[config.mk]
export PLATFORM = sky130hd
export DESIGN_NAME = psc_top
export DESIGN_NICKNAME = d
export VERILOG_FILES = /design/src/design/psc_pkg.sv /design/src/design/psc_top.sv
export SDC_FILE = /design/constraint.sdc
export NUM_CORES = 1
export LEC_CHECK = 0
export BUFFER_PORTS_ARGS = -buffer_cell sky130_fd_sc_hd__buf_2
export CAP_MARGIN = 20
export CELL_PAD_IN_SITES_DETAIL_PLACEMENT = 1
export CELL_PAD_IN_SITES_GLOBAL_PLACEMENT = 1
export CORE_MARGIN = 2
export CORE_UTILIZATION = 47
export DETAILED_ROUTE_END_ITERATION = 10
export PLACE_DENSITY = 0.84
export SYNTH_ARGS = -nofsm -noshare
export SYNTH_HDL_FRONTEND = slang
export SYNTH_SLANG_ARGS = --single-unit
[constraint.sdc]
create_clock -name clk -period 3.6 [get_ports clk]
set_input_delay 0.36 -clock clk [delete_from_list [all_inputs] [get_ports clk]]
set_output_delay 0.36 -clock clk [all_outputs]
set_load 0.05 [all_outputs]
[src/design/psc_pkg.sv]
package psc_pkg;
	// clock and timing
	localparam int unsigned CLK_HZ      = 50_000_000;
	localparam int unsigned SHORT_S     = 4;
	localparam int unsigned LONG_S      = 6;
	localparam int unsigned DEB_MS      = 16;
	localparam int unsigned MS_CYC      = CLK_HZ / 1000;
	localparam logic [12:0] SHORT_MS    = 13'(SHORT_S * 1000);
	localparam logic [12:0] LONG_MS     = 13'(LONG_S * 1000);
	localparam logic [12:0] PRESS_MAX   = 13'h1fff;
	localparam logic [4:0]  DEB_CNT     = 5'(DEB_MS);
	localparam int unsigned SYNC_W      = 7;

	// power states
	typedef enum logic [2:0] {
		ST_G3   = 3'h0,
		ST_S5   = 3'h1,
		ST_S4   = 3'h2,
		ST_S3   = 3'h3,
		ST_UP   = 3'h4,
		ST_WORK = 3'h5
	} psc_state_t;

	// target chosen by os power settings for a short press while working
	typedef enum logic [1:0] {
		SL_NONE = 2'h0,
		SL_S3   = 2'h1,
		SL_S4   = 2'h2,
		SL_S5   = 2'h3
	} psc_sleep_t;

	// behaviour after mains loss
	typedef enum logic [1:0] {
		LM_OFF  = 2'h0,
		LM_ON   = 2'h1,
		LM_LAST = 2'h2
	} psc_last_t;

	typedef struct packed {
		logic sw;
		logic rtc;
		logic lan;
		logic usb;
		logic pcie;
		logic ir;
	} psc_wake_t;

	typedef struct packed {
		logic main_en;
		logic dram_en;
	} psc_rail_t;

	typedef struct packed {
		logic pri;
		logic sec;
	} psc_led_t;
endpackage

[src/design/psc_top.sv]
`timescale 1ns/1ps
// What this block does
// - short press under four seconds: off to on, sleep to on, on to os-chosen sleep.
// - press held over six seconds while on or asleep forces soft-off.
// - after mains loss, return to the on or off state held before.
// - post-outage behaviour chosen by a stored last-state setting.
// - in suspend-to-ram the lamp shows secondary colour, or dark if single colour.
// - any enabled wake in suspend-to-ram returns promptly to working.
// - rtc alarm wakes from s3, s4, s5 with display left asleep.
// - programmed wake time wakes the system from soft-off.
// - network wake honoured from s3, s4, s5, even after mains loss.
// - usb activity wakes from s3, never after mains loss.
// - usb wake from s4/s5 needs option, never after mains loss or deep.
// - pci express wake line wakes from s3, s4, s5.
// - infrared receiver activity wakes from s3, s4, s5.
// - infrared wake ignored in deep s4 or deep s5.
// - no wake path from the short-range radio.
module psc_top
	import psc_pkg::*;
#(
	parameter int unsigned MS_CYCLES = MS_CYC
) (
	// clock and mains-loss reset
	input  wire logic       clk,
	input  wire logic       rst_b,
	// pins from outside the clock domain
	input  wire logic       pwr_sw_b,
	input  wire logic       rtc_alarm,
	input  wire logic       lan_wake,
	input  wire logic       usb_wake,
	input  wire logic       pcie_wake_b,
	input  wire logic       infrared_receiver,
	input  wire logic       pwr_ok,
	// configuration and os directives, same clock
	input  wire psc_last_t  last_mode,
	input  wire logic       nv_last_on,
	input  wire psc_sleep_t btn_tgt,
	input  wire logic       os_sleep_req,
	input  wire psc_sleep_t os_sleep_tgt,
	input  wire logic       usb_s45_en,
	input  wire logic       deep_sleep,
	input  wire logic       led_dual,
	// status and rails
	output psc_state_t      state,
	output psc_rail_t       rail,
	output psc_led_t        led,
	output logic            last_on,
	output logic            disp_stay_off,
	output psc_wake_t       wake_src,
	output logic            wake_pend
);

	if (MS_CYCLES < 2) begin : g_bad_ms
		$error("psc_top: MS_CYCLES must be at least 2");
	end

	// reset release through two flops
	logic rst_meta_ff;
	logic rst_sync_b;
	always_ff @(posedge clk or negedge rst_b) begin
		if (!rst_b) begin
			rst_meta_ff <= 1'b0;
			rst_sync_b  <= 1'b0;
		end else begin
			rst_meta_ff <= 1'b1;
			rst_sync_b  <= rst_meta_ff;
		end
	end

	// two-flop synchronisers; first stage feeds only the second
	logic [SYNC_W-1:0] pin_raw;
	logic [SYNC_W-1:0] sync1_ff;
	logic [SYNC_W-1:0] sync2_ff;
	assign pin_raw = {~pwr_sw_b, rtc_alarm, lan_wake, usb_wake, ~pcie_wake_b, infrared_receiver, pwr_ok};
	always_ff @(posedge clk or negedge rst_sync_b) begin
		if (!rst_sync_b) begin
			sync1_ff <= '0;
			sync2_ff <= '0;
		end else begin
			sync1_ff <= pin_raw;
			sync2_ff <= sync1_ff;
		end
	end

	logic      sw_s;
	logic      pwr_ok_s;
	psc_wake_t req;
	assign sw_s     = sync2_ff[6];
	assign pwr_ok_s = sync2_ff[0];
	// lan line is raised by the network side on a wake-up frame
	assign req = '{sw: 1'b0, rtc: sync2_ff[5], lan: sync2_ff[4], usb: sync2_ff[3],
	               pcie: sync2_ff[2], ir: sync2_ff[1]};

	// millisecond enable from a divider
	logic [31:0] div_ff;
	logic        ms_tick;
	assign ms_tick = (div_ff == MS_CYCLES - 1);
	always_ff @(posedge clk or negedge rst_sync_b) begin
		if (!rst_sync_b) begin
			div_ff <= '0;
		end else if (ms_tick) begin
			div_ff <= '0;
		end else begin
			div_ff <= div_ff + 32'h1;
		end
	end

	// switch debounce: level must hold DEB_CNT ms before it is believed
	logic       sw_deb_ff;
	logic [4:0] deb_cnt_ff;
	always_ff @(posedge clk or negedge rst_sync_b) begin
		if (!rst_sync_b) begin
			sw_deb_ff  <= 1'b0;
			deb_cnt_ff <= '0;
		end else if (sw_s == sw_deb_ff) begin
			deb_cnt_ff <= '0;
		end else if (ms_tick) begin
			if (deb_cnt_ff == DEB_CNT - 5'h1) begin
				sw_deb_ff  <= sw_s;
				deb_cnt_ff <= '0;
			end else begin
				deb_cnt_ff <= deb_cnt_ff + 5'h1;
			end
		end
	end

	// press timer in ms, saturating; long press latches so release is inert
	logic        sw_prev_ff;
	logic [12:0] press_ff;
	logic        long_done_ff;
	logic        short_rel;
	logic        long_hit;
	logic        on_or_asleep;
	assign on_or_asleep = (state != ST_G3) && (state != ST_S5);
	assign short_rel = sw_prev_ff && !sw_deb_ff && !long_done_ff && (press_ff < SHORT_MS);
	// first held cycle still carries the count of an older press, so wait one cycle
	assign long_hit  = sw_deb_ff && sw_prev_ff && !long_done_ff && (press_ff > LONG_MS) && on_or_asleep;
	always_ff @(posedge clk or negedge rst_sync_b) begin
		if (!rst_sync_b) begin
			sw_prev_ff   <= 1'b0;
			press_ff     <= '0;
			long_done_ff <= 1'b0;
		end else begin
			sw_prev_ff <= sw_deb_ff;
			if (sw_deb_ff && !sw_prev_ff) begin
				press_ff     <= '0;
				long_done_ff <= 1'b0;
			end else if (sw_deb_ff && ms_tick && press_ff != PRESS_MAX) begin
				press_ff <= press_ff + 13'h1;
			end
			if (long_hit) begin
				long_done_ff <= 1'b1;
			end
		end
	end

	// state held after a mains loss until the system next reaches working
	logic after_g3_ff;
	logic asleep;
	logic s45;
	assign asleep = (state == ST_S3) || (state == ST_S4) || (state == ST_S5);
	assign s45    = (state == ST_S4) || (state == ST_S5);

	// wake gating per source; the radio has no input at all
	psc_wake_t en;
	psc_wake_t hit;
	logic      wake_now;
	always_comb begin
		en.sw   = asleep;
		en.rtc  = asleep;
		en.lan  = asleep;
		en.usb  = !after_g3_ff && ((state == ST_S3) ||
		          (s45 && usb_s45_en && !deep_sleep));
		en.pcie = asleep;
		en.ir   = asleep && !(s45 && deep_sleep);
		hit     = req & en;
		hit.sw  = short_rel && asleep;
		wake_now = |hit;
	end

	// power state machine
	psc_state_t nxt_state;
	always_comb begin
		nxt_state = state;
		case (state)
			ST_G3: begin
				if (last_mode == LM_ON || (last_mode == LM_LAST && nv_last_on)) begin
					nxt_state = ST_UP;
				end else begin
					nxt_state = ST_S5;
				end
			end
			ST_S5, ST_S4, ST_S3: begin
				if (long_hit) begin
					nxt_state = ST_S5;
				end else if (wake_now || wake_pend) begin
					nxt_state = ST_UP;
				end
			end
			ST_UP: begin
				if (long_hit) begin
					nxt_state = ST_S5;
				end else if (pwr_ok_s) begin
					nxt_state = ST_WORK;
				end
			end
			ST_WORK: begin
				if (long_hit) begin
					nxt_state = ST_S5;
				end else if (short_rel && btn_tgt != SL_NONE) begin
					nxt_state = psc_state_t'(3'h4 - {1'b0, btn_tgt});
				end else if (os_sleep_req && os_sleep_tgt != SL_NONE) begin
					nxt_state = psc_state_t'(3'h4 - {1'b0, os_sleep_tgt});
				end
			end
			default: nxt_state = ST_S5;
		endcase
	end

	// state, rails and lamp all registered from the next state
	always_ff @(posedge clk or negedge rst_sync_b) begin
		if (!rst_sync_b) begin
			state <= ST_G3;
			rail  <= '0;
			led   <= '0;
		end else begin
			state        <= nxt_state;
			rail.main_en <= (nxt_state == ST_UP) || (nxt_state == ST_WORK);
			rail.dram_en <= (nxt_state == ST_UP) || (nxt_state == ST_WORK) || (nxt_state == ST_S3);
			led.pri      <= (nxt_state == ST_WORK);
			led.sec      <= (nxt_state == ST_S3) && led_dual;
		end
	end

	// remembered on/off state; s3, s4 and power-up keep the last value, s5 clears it
	always_ff @(posedge clk or negedge rst_sync_b) begin
		if (!rst_sync_b) begin
			last_on <= 1'b0;
		end else if (state == ST_WORK) begin
			last_on <= 1'b1;
		end else if (state == ST_S5) begin
			last_on <= 1'b0;
		end
	end

	// mains-loss marker: usb may not wake until working is reached again
	always_ff @(posedge clk or negedge rst_sync_b) begin
		if (!rst_sync_b) begin
			after_g3_ff <= 1'b1;
		end else if (state == ST_WORK) begin
			after_g3_ff <= 1'b0;
		end
	end

	// merged wake event held until working or a long press; source flags kept for reading
	always_ff @(posedge clk or negedge rst_sync_b) begin
		if (!rst_sync_b) begin
			wake_pend <= 1'b0;
			wake_src  <= '0;
		end else begin
			if (wake_now) begin
				wake_pend <= 1'b1;
			end else if (state == ST_WORK || long_hit) begin
				wake_pend <= 1'b0;
			end
			// a new hit in the clearing cycle wins over the clear
			if (wake_now) begin
				wake_src <= wake_src | hit;
			end else if (asleep && !wake_pend) begin
				wake_src <= '0;
			end
		end
	end

	// display kept asleep for unattended wakes until the user presses
	always_ff @(posedge clk or negedge rst_sync_b) begin
		if (!rst_sync_b) begin
			disp_stay_off <= 1'b0;
		end else if (wake_now && !hit.sw) begin
			disp_stay_off <= 1'b1;
		end else if (sw_deb_ff || hit.sw) begin
			disp_stay_off <= 1'b0;
		end
	end
endmodule

==> run summary <==
Outcome - finished, final reports clean
Vias - 2998
FF+latch area - 0.00216 mm2
Distinct cells, synth - 59
Hold Path Class - in -> reg
Synth-to-Final Area Change - 13.8%
Pwr/cell area - 550 mW/mm2
Nets - 435
Layout cells sized above 1 - 0.173
Dpl hpwl - 6.24 mm
Worst path required time - 3.88 ns
Clk buf depth - 2
Root buffer cell - clkbuf_8
Fmax - 416 MHz
CTS Buf Count - 9
Synth Register Bits - 86
Die H - 96.8 um
Final Power - 0.00253 W
Clock skew - 0.0140 ns
Sequential-to-total area share from yosys stat - 0.532
Fin. max-slew vios - 0
Syn nets - 396
DRT antenna net count - 0
Final hold vios - 0
Primary FF master, synth - dfrtp_1
CTS clock-pin slew for the worst setup and hold paths - 0.09 ns
Leakage power - 2.06 nW
YS warnings - 0
Worst path arrival time - 2.69 ns
Multi-input logic area - 0.00177 mm2
Min Clock Period, post-route - 2.40 ns
Critical path cell sequence - ha_1 -> and3_1 -> nand3_1 -> or3_4 -> or4_1 -> a21oi_1
Setup_tns - 0 ns
Slowest stage cell, crit path - or3_4
Cell taking the most area after synthesis - dfrtp_1
DIE AREA - 0.00936 mm2
Final Setup Violations - 0
Drt drc - 0
Die width - 96.8 um
Fin area - 0.00460 mm2
Site Rows - 33
Clock sink total - 86
Slew Limit Headroom - 0.539
Initial antenna violation count - 0
Min-delay src - usb_wake
Worst-skew pair later-pin latency - 0.36 ns
Final global-route overflow total - 0
WL final - 9.04 mm
RSZ-0062 raised after global routing - no
Tcrit/Tclk final - 0.668
Asr flop ratio synth - 1.00
Post-synth EDFFs - 0
Fillers - 918
Initial Util - 0.487
CTS tree - built
Top cells by area, synth - dfrtp_1 53%, xnor2_1 4.8%, nand2_1 2.9%, nand3_1 2.6%, xor2_1 1.9%
DR pass1 iterations - 4
Worst Tran Pin Value - 0.689 ns
Crit-path leading delay family - simple AND/OR/NAND/NOR gates
Ant diodes - 0
Worst Path Buf+Inv - 0
# H-tree levels - 3
Worst vdd rail ir drop - 0.221 mV
Crit path launch type - register
Max FO, Critical Path - 24
Largest net degree at the start of global routing - 85
Ports - 36
First-pass GRT wire length - 15.2 mm
CP Capture Type - register
Post-synth top area share - 0.526
Setup crit start - div_ff[0]
Synth Cell Area - 0.00405 mm2
Port bufs - 35
Critical path class - reg -> reg
Crit-path max cell delay - 0.56 ns
Initial DRC count - 120
Core ar. - 0.00830 mm2
GRT Util Overall - 0.201
DP Area - 0.00431 mm2
Resized cells post-CTS - 0
Vias per inst - 5.77
R2R Path Start - div_ff[0]
Vias in the first global route - 3231
Final GP Congestion - 0.841
Drt wl/cell - 17.4 um
Max Cap Viol - 0
Syn_area_per_cell - 10.9 um2
Post-Syn Instances - 371
==> cells by family (layout without fill, tap and decap cells) <==
family | after synthesis | count (layout) | synth area share
other | 1 | 1 | 0.000927
flip-flops | 86 | 86 | 0.532
AO/OA/AOI/OAI | 57 | 57 | 0.110
adder cells (fa/ha/maj) | 5 | 5 | 0.0155
AND/OR/NAND/NOR | 159 | 159 | 0.231
XOR/XNOR | 31 | 31 | 0.0671
buffers and inverters | 27 | 71 | 0.0300
multiplexers | 5 | 5 | 0.0130
==> cells in the mapped netlist (all sizes together), types with 2 or more instances <==
master	instances
xor2	9
and4	6
nand4	9
clkbuf	7
mux2i	3
mux2	2
nand4b	2
and3	11
nor2b	5
o21bai	2
nand2b	11
nor3	8
or4	8
a21o	3
dfrtp	85
ha	5
o21ai	8
buf	4
inv	16
and2	7
a22o	5
nor4	8
nand2	31
a21oi	14
nor4b	2
nor2	20
xnor2	22
o221a	2
o31ai	10
or3	4
a211oi	3
nand3	22
==> worst paths after layout <==
check / end / slack (ns) / cells past startpoint
min in group asynchronous: sync1_ff[3] / 0.24 / 0
worst max register to register: press_ff[7] / 1.20 / 6
worst min-delay path: sync1_ff[3] / 0.11 / 1
worst min register to register: sync1_ff[3] / 0.24 / 0
worst max-delay path: press_ff[7] / 1.20 / 6
max in group asynchronous: sync2_ff[1] / 2.76 / 1
==> where the power goes <==
| part | leakage (nW) | total [W] | switching [W] | internal [W] |
|---|---|---|---|---|
| combinational | 0.834 | 0.000573 | 0.000411 | 0.000162 |
| clock | 0.130 | 0.000838 | 0.000338 | 0.000500 |
| sequential | 1.10 | 0.00112 | 0.0000756 | 0.00104 |
| total | 2.06 | 0.00253 | 0.000824 | 0.00171 |
==> layer usage <==
metal / GRT usage / vias up / wire (um)
met5: 0 / - / 0
met4: 0.0563 / 0 / 174
met3: 0.0499 / 18 / 243
met2: 0.368 / 44 / 4760
met1: 0.234 / 1534 / 3870
li1: - / 1402 / -
==> cell type report <==
cell class | count | area share
multi-input combinational | 258 | 0.385
inverter | 16 | 0.0131
timing repair buffer | 39 | 0.0495
clock buffer | 11 | 0.0329
tap | 105 | 0.0285
sequential | 86 | 0.469
clock inverter | 5 | 0.0226
==> sequential cells by signal, summed over array words and instances, names as in the netlist, 2 cells and up <==
name	count
state	3
deb_cnt_ff	5
rail	2
sync1_ff	7
wake_src	6
div_ff	32
led	2
press_ff	13
sync2_ff	7
==> layout by cell type (no fill, tap or decap), drive strengths merged, types with 4 or more instances in the layout <==
| master | n |
|---|---|
| a21oi | 14 |
| a22o | 5 |
| and2 | 7 |
| and3 | 11 |
| and4 | 6 |
| buf | 38 |
| clkbuf | 11 |
| dfrtp | 85 |
| ha | 5 |
| inv | 17 |
| nand2 | 31 |
| nand2b | 11 |
| nand3 | 22 |
| nand4 | 9 |
| nor2 | 20 |
| nor2b | 5 |
| nor3 | 8 |
| nor4 | 8 |
| o21ai | 8 |
| o31ai | 10 |
| or3 | 4 |
| or4 | 8 |
| xnor2 | 22 |
| xor2 | 9 |
==> repair_timing <==
action	4_1_cts	5_1_grt
buffers inserted	0	0
hold buffers	1	0
hold endpoints to repair	2	0
==> stage by stage <==
| stage | cells | hold WS [ns] | worst slack (ns) | utilization |
|---|---|---|---|---|
| floorplan | 371 | 0.0644 | 1.03 | - |
| global placement | 502 | 0.146 | 1.31 | 0.519 |
| detailed placement | 502 | 0.148 | 1.25 | 0.519 |
| CTS | 519 | 0.0984 | 1.19 | 0.551 |
| global route | 520 | 0.0907 | 1.08 | 0.555 |
| finish | 520 | 0.106 | 1.20 | 0.555 |
Note: power is estimated with default switching activity, not from simulation.
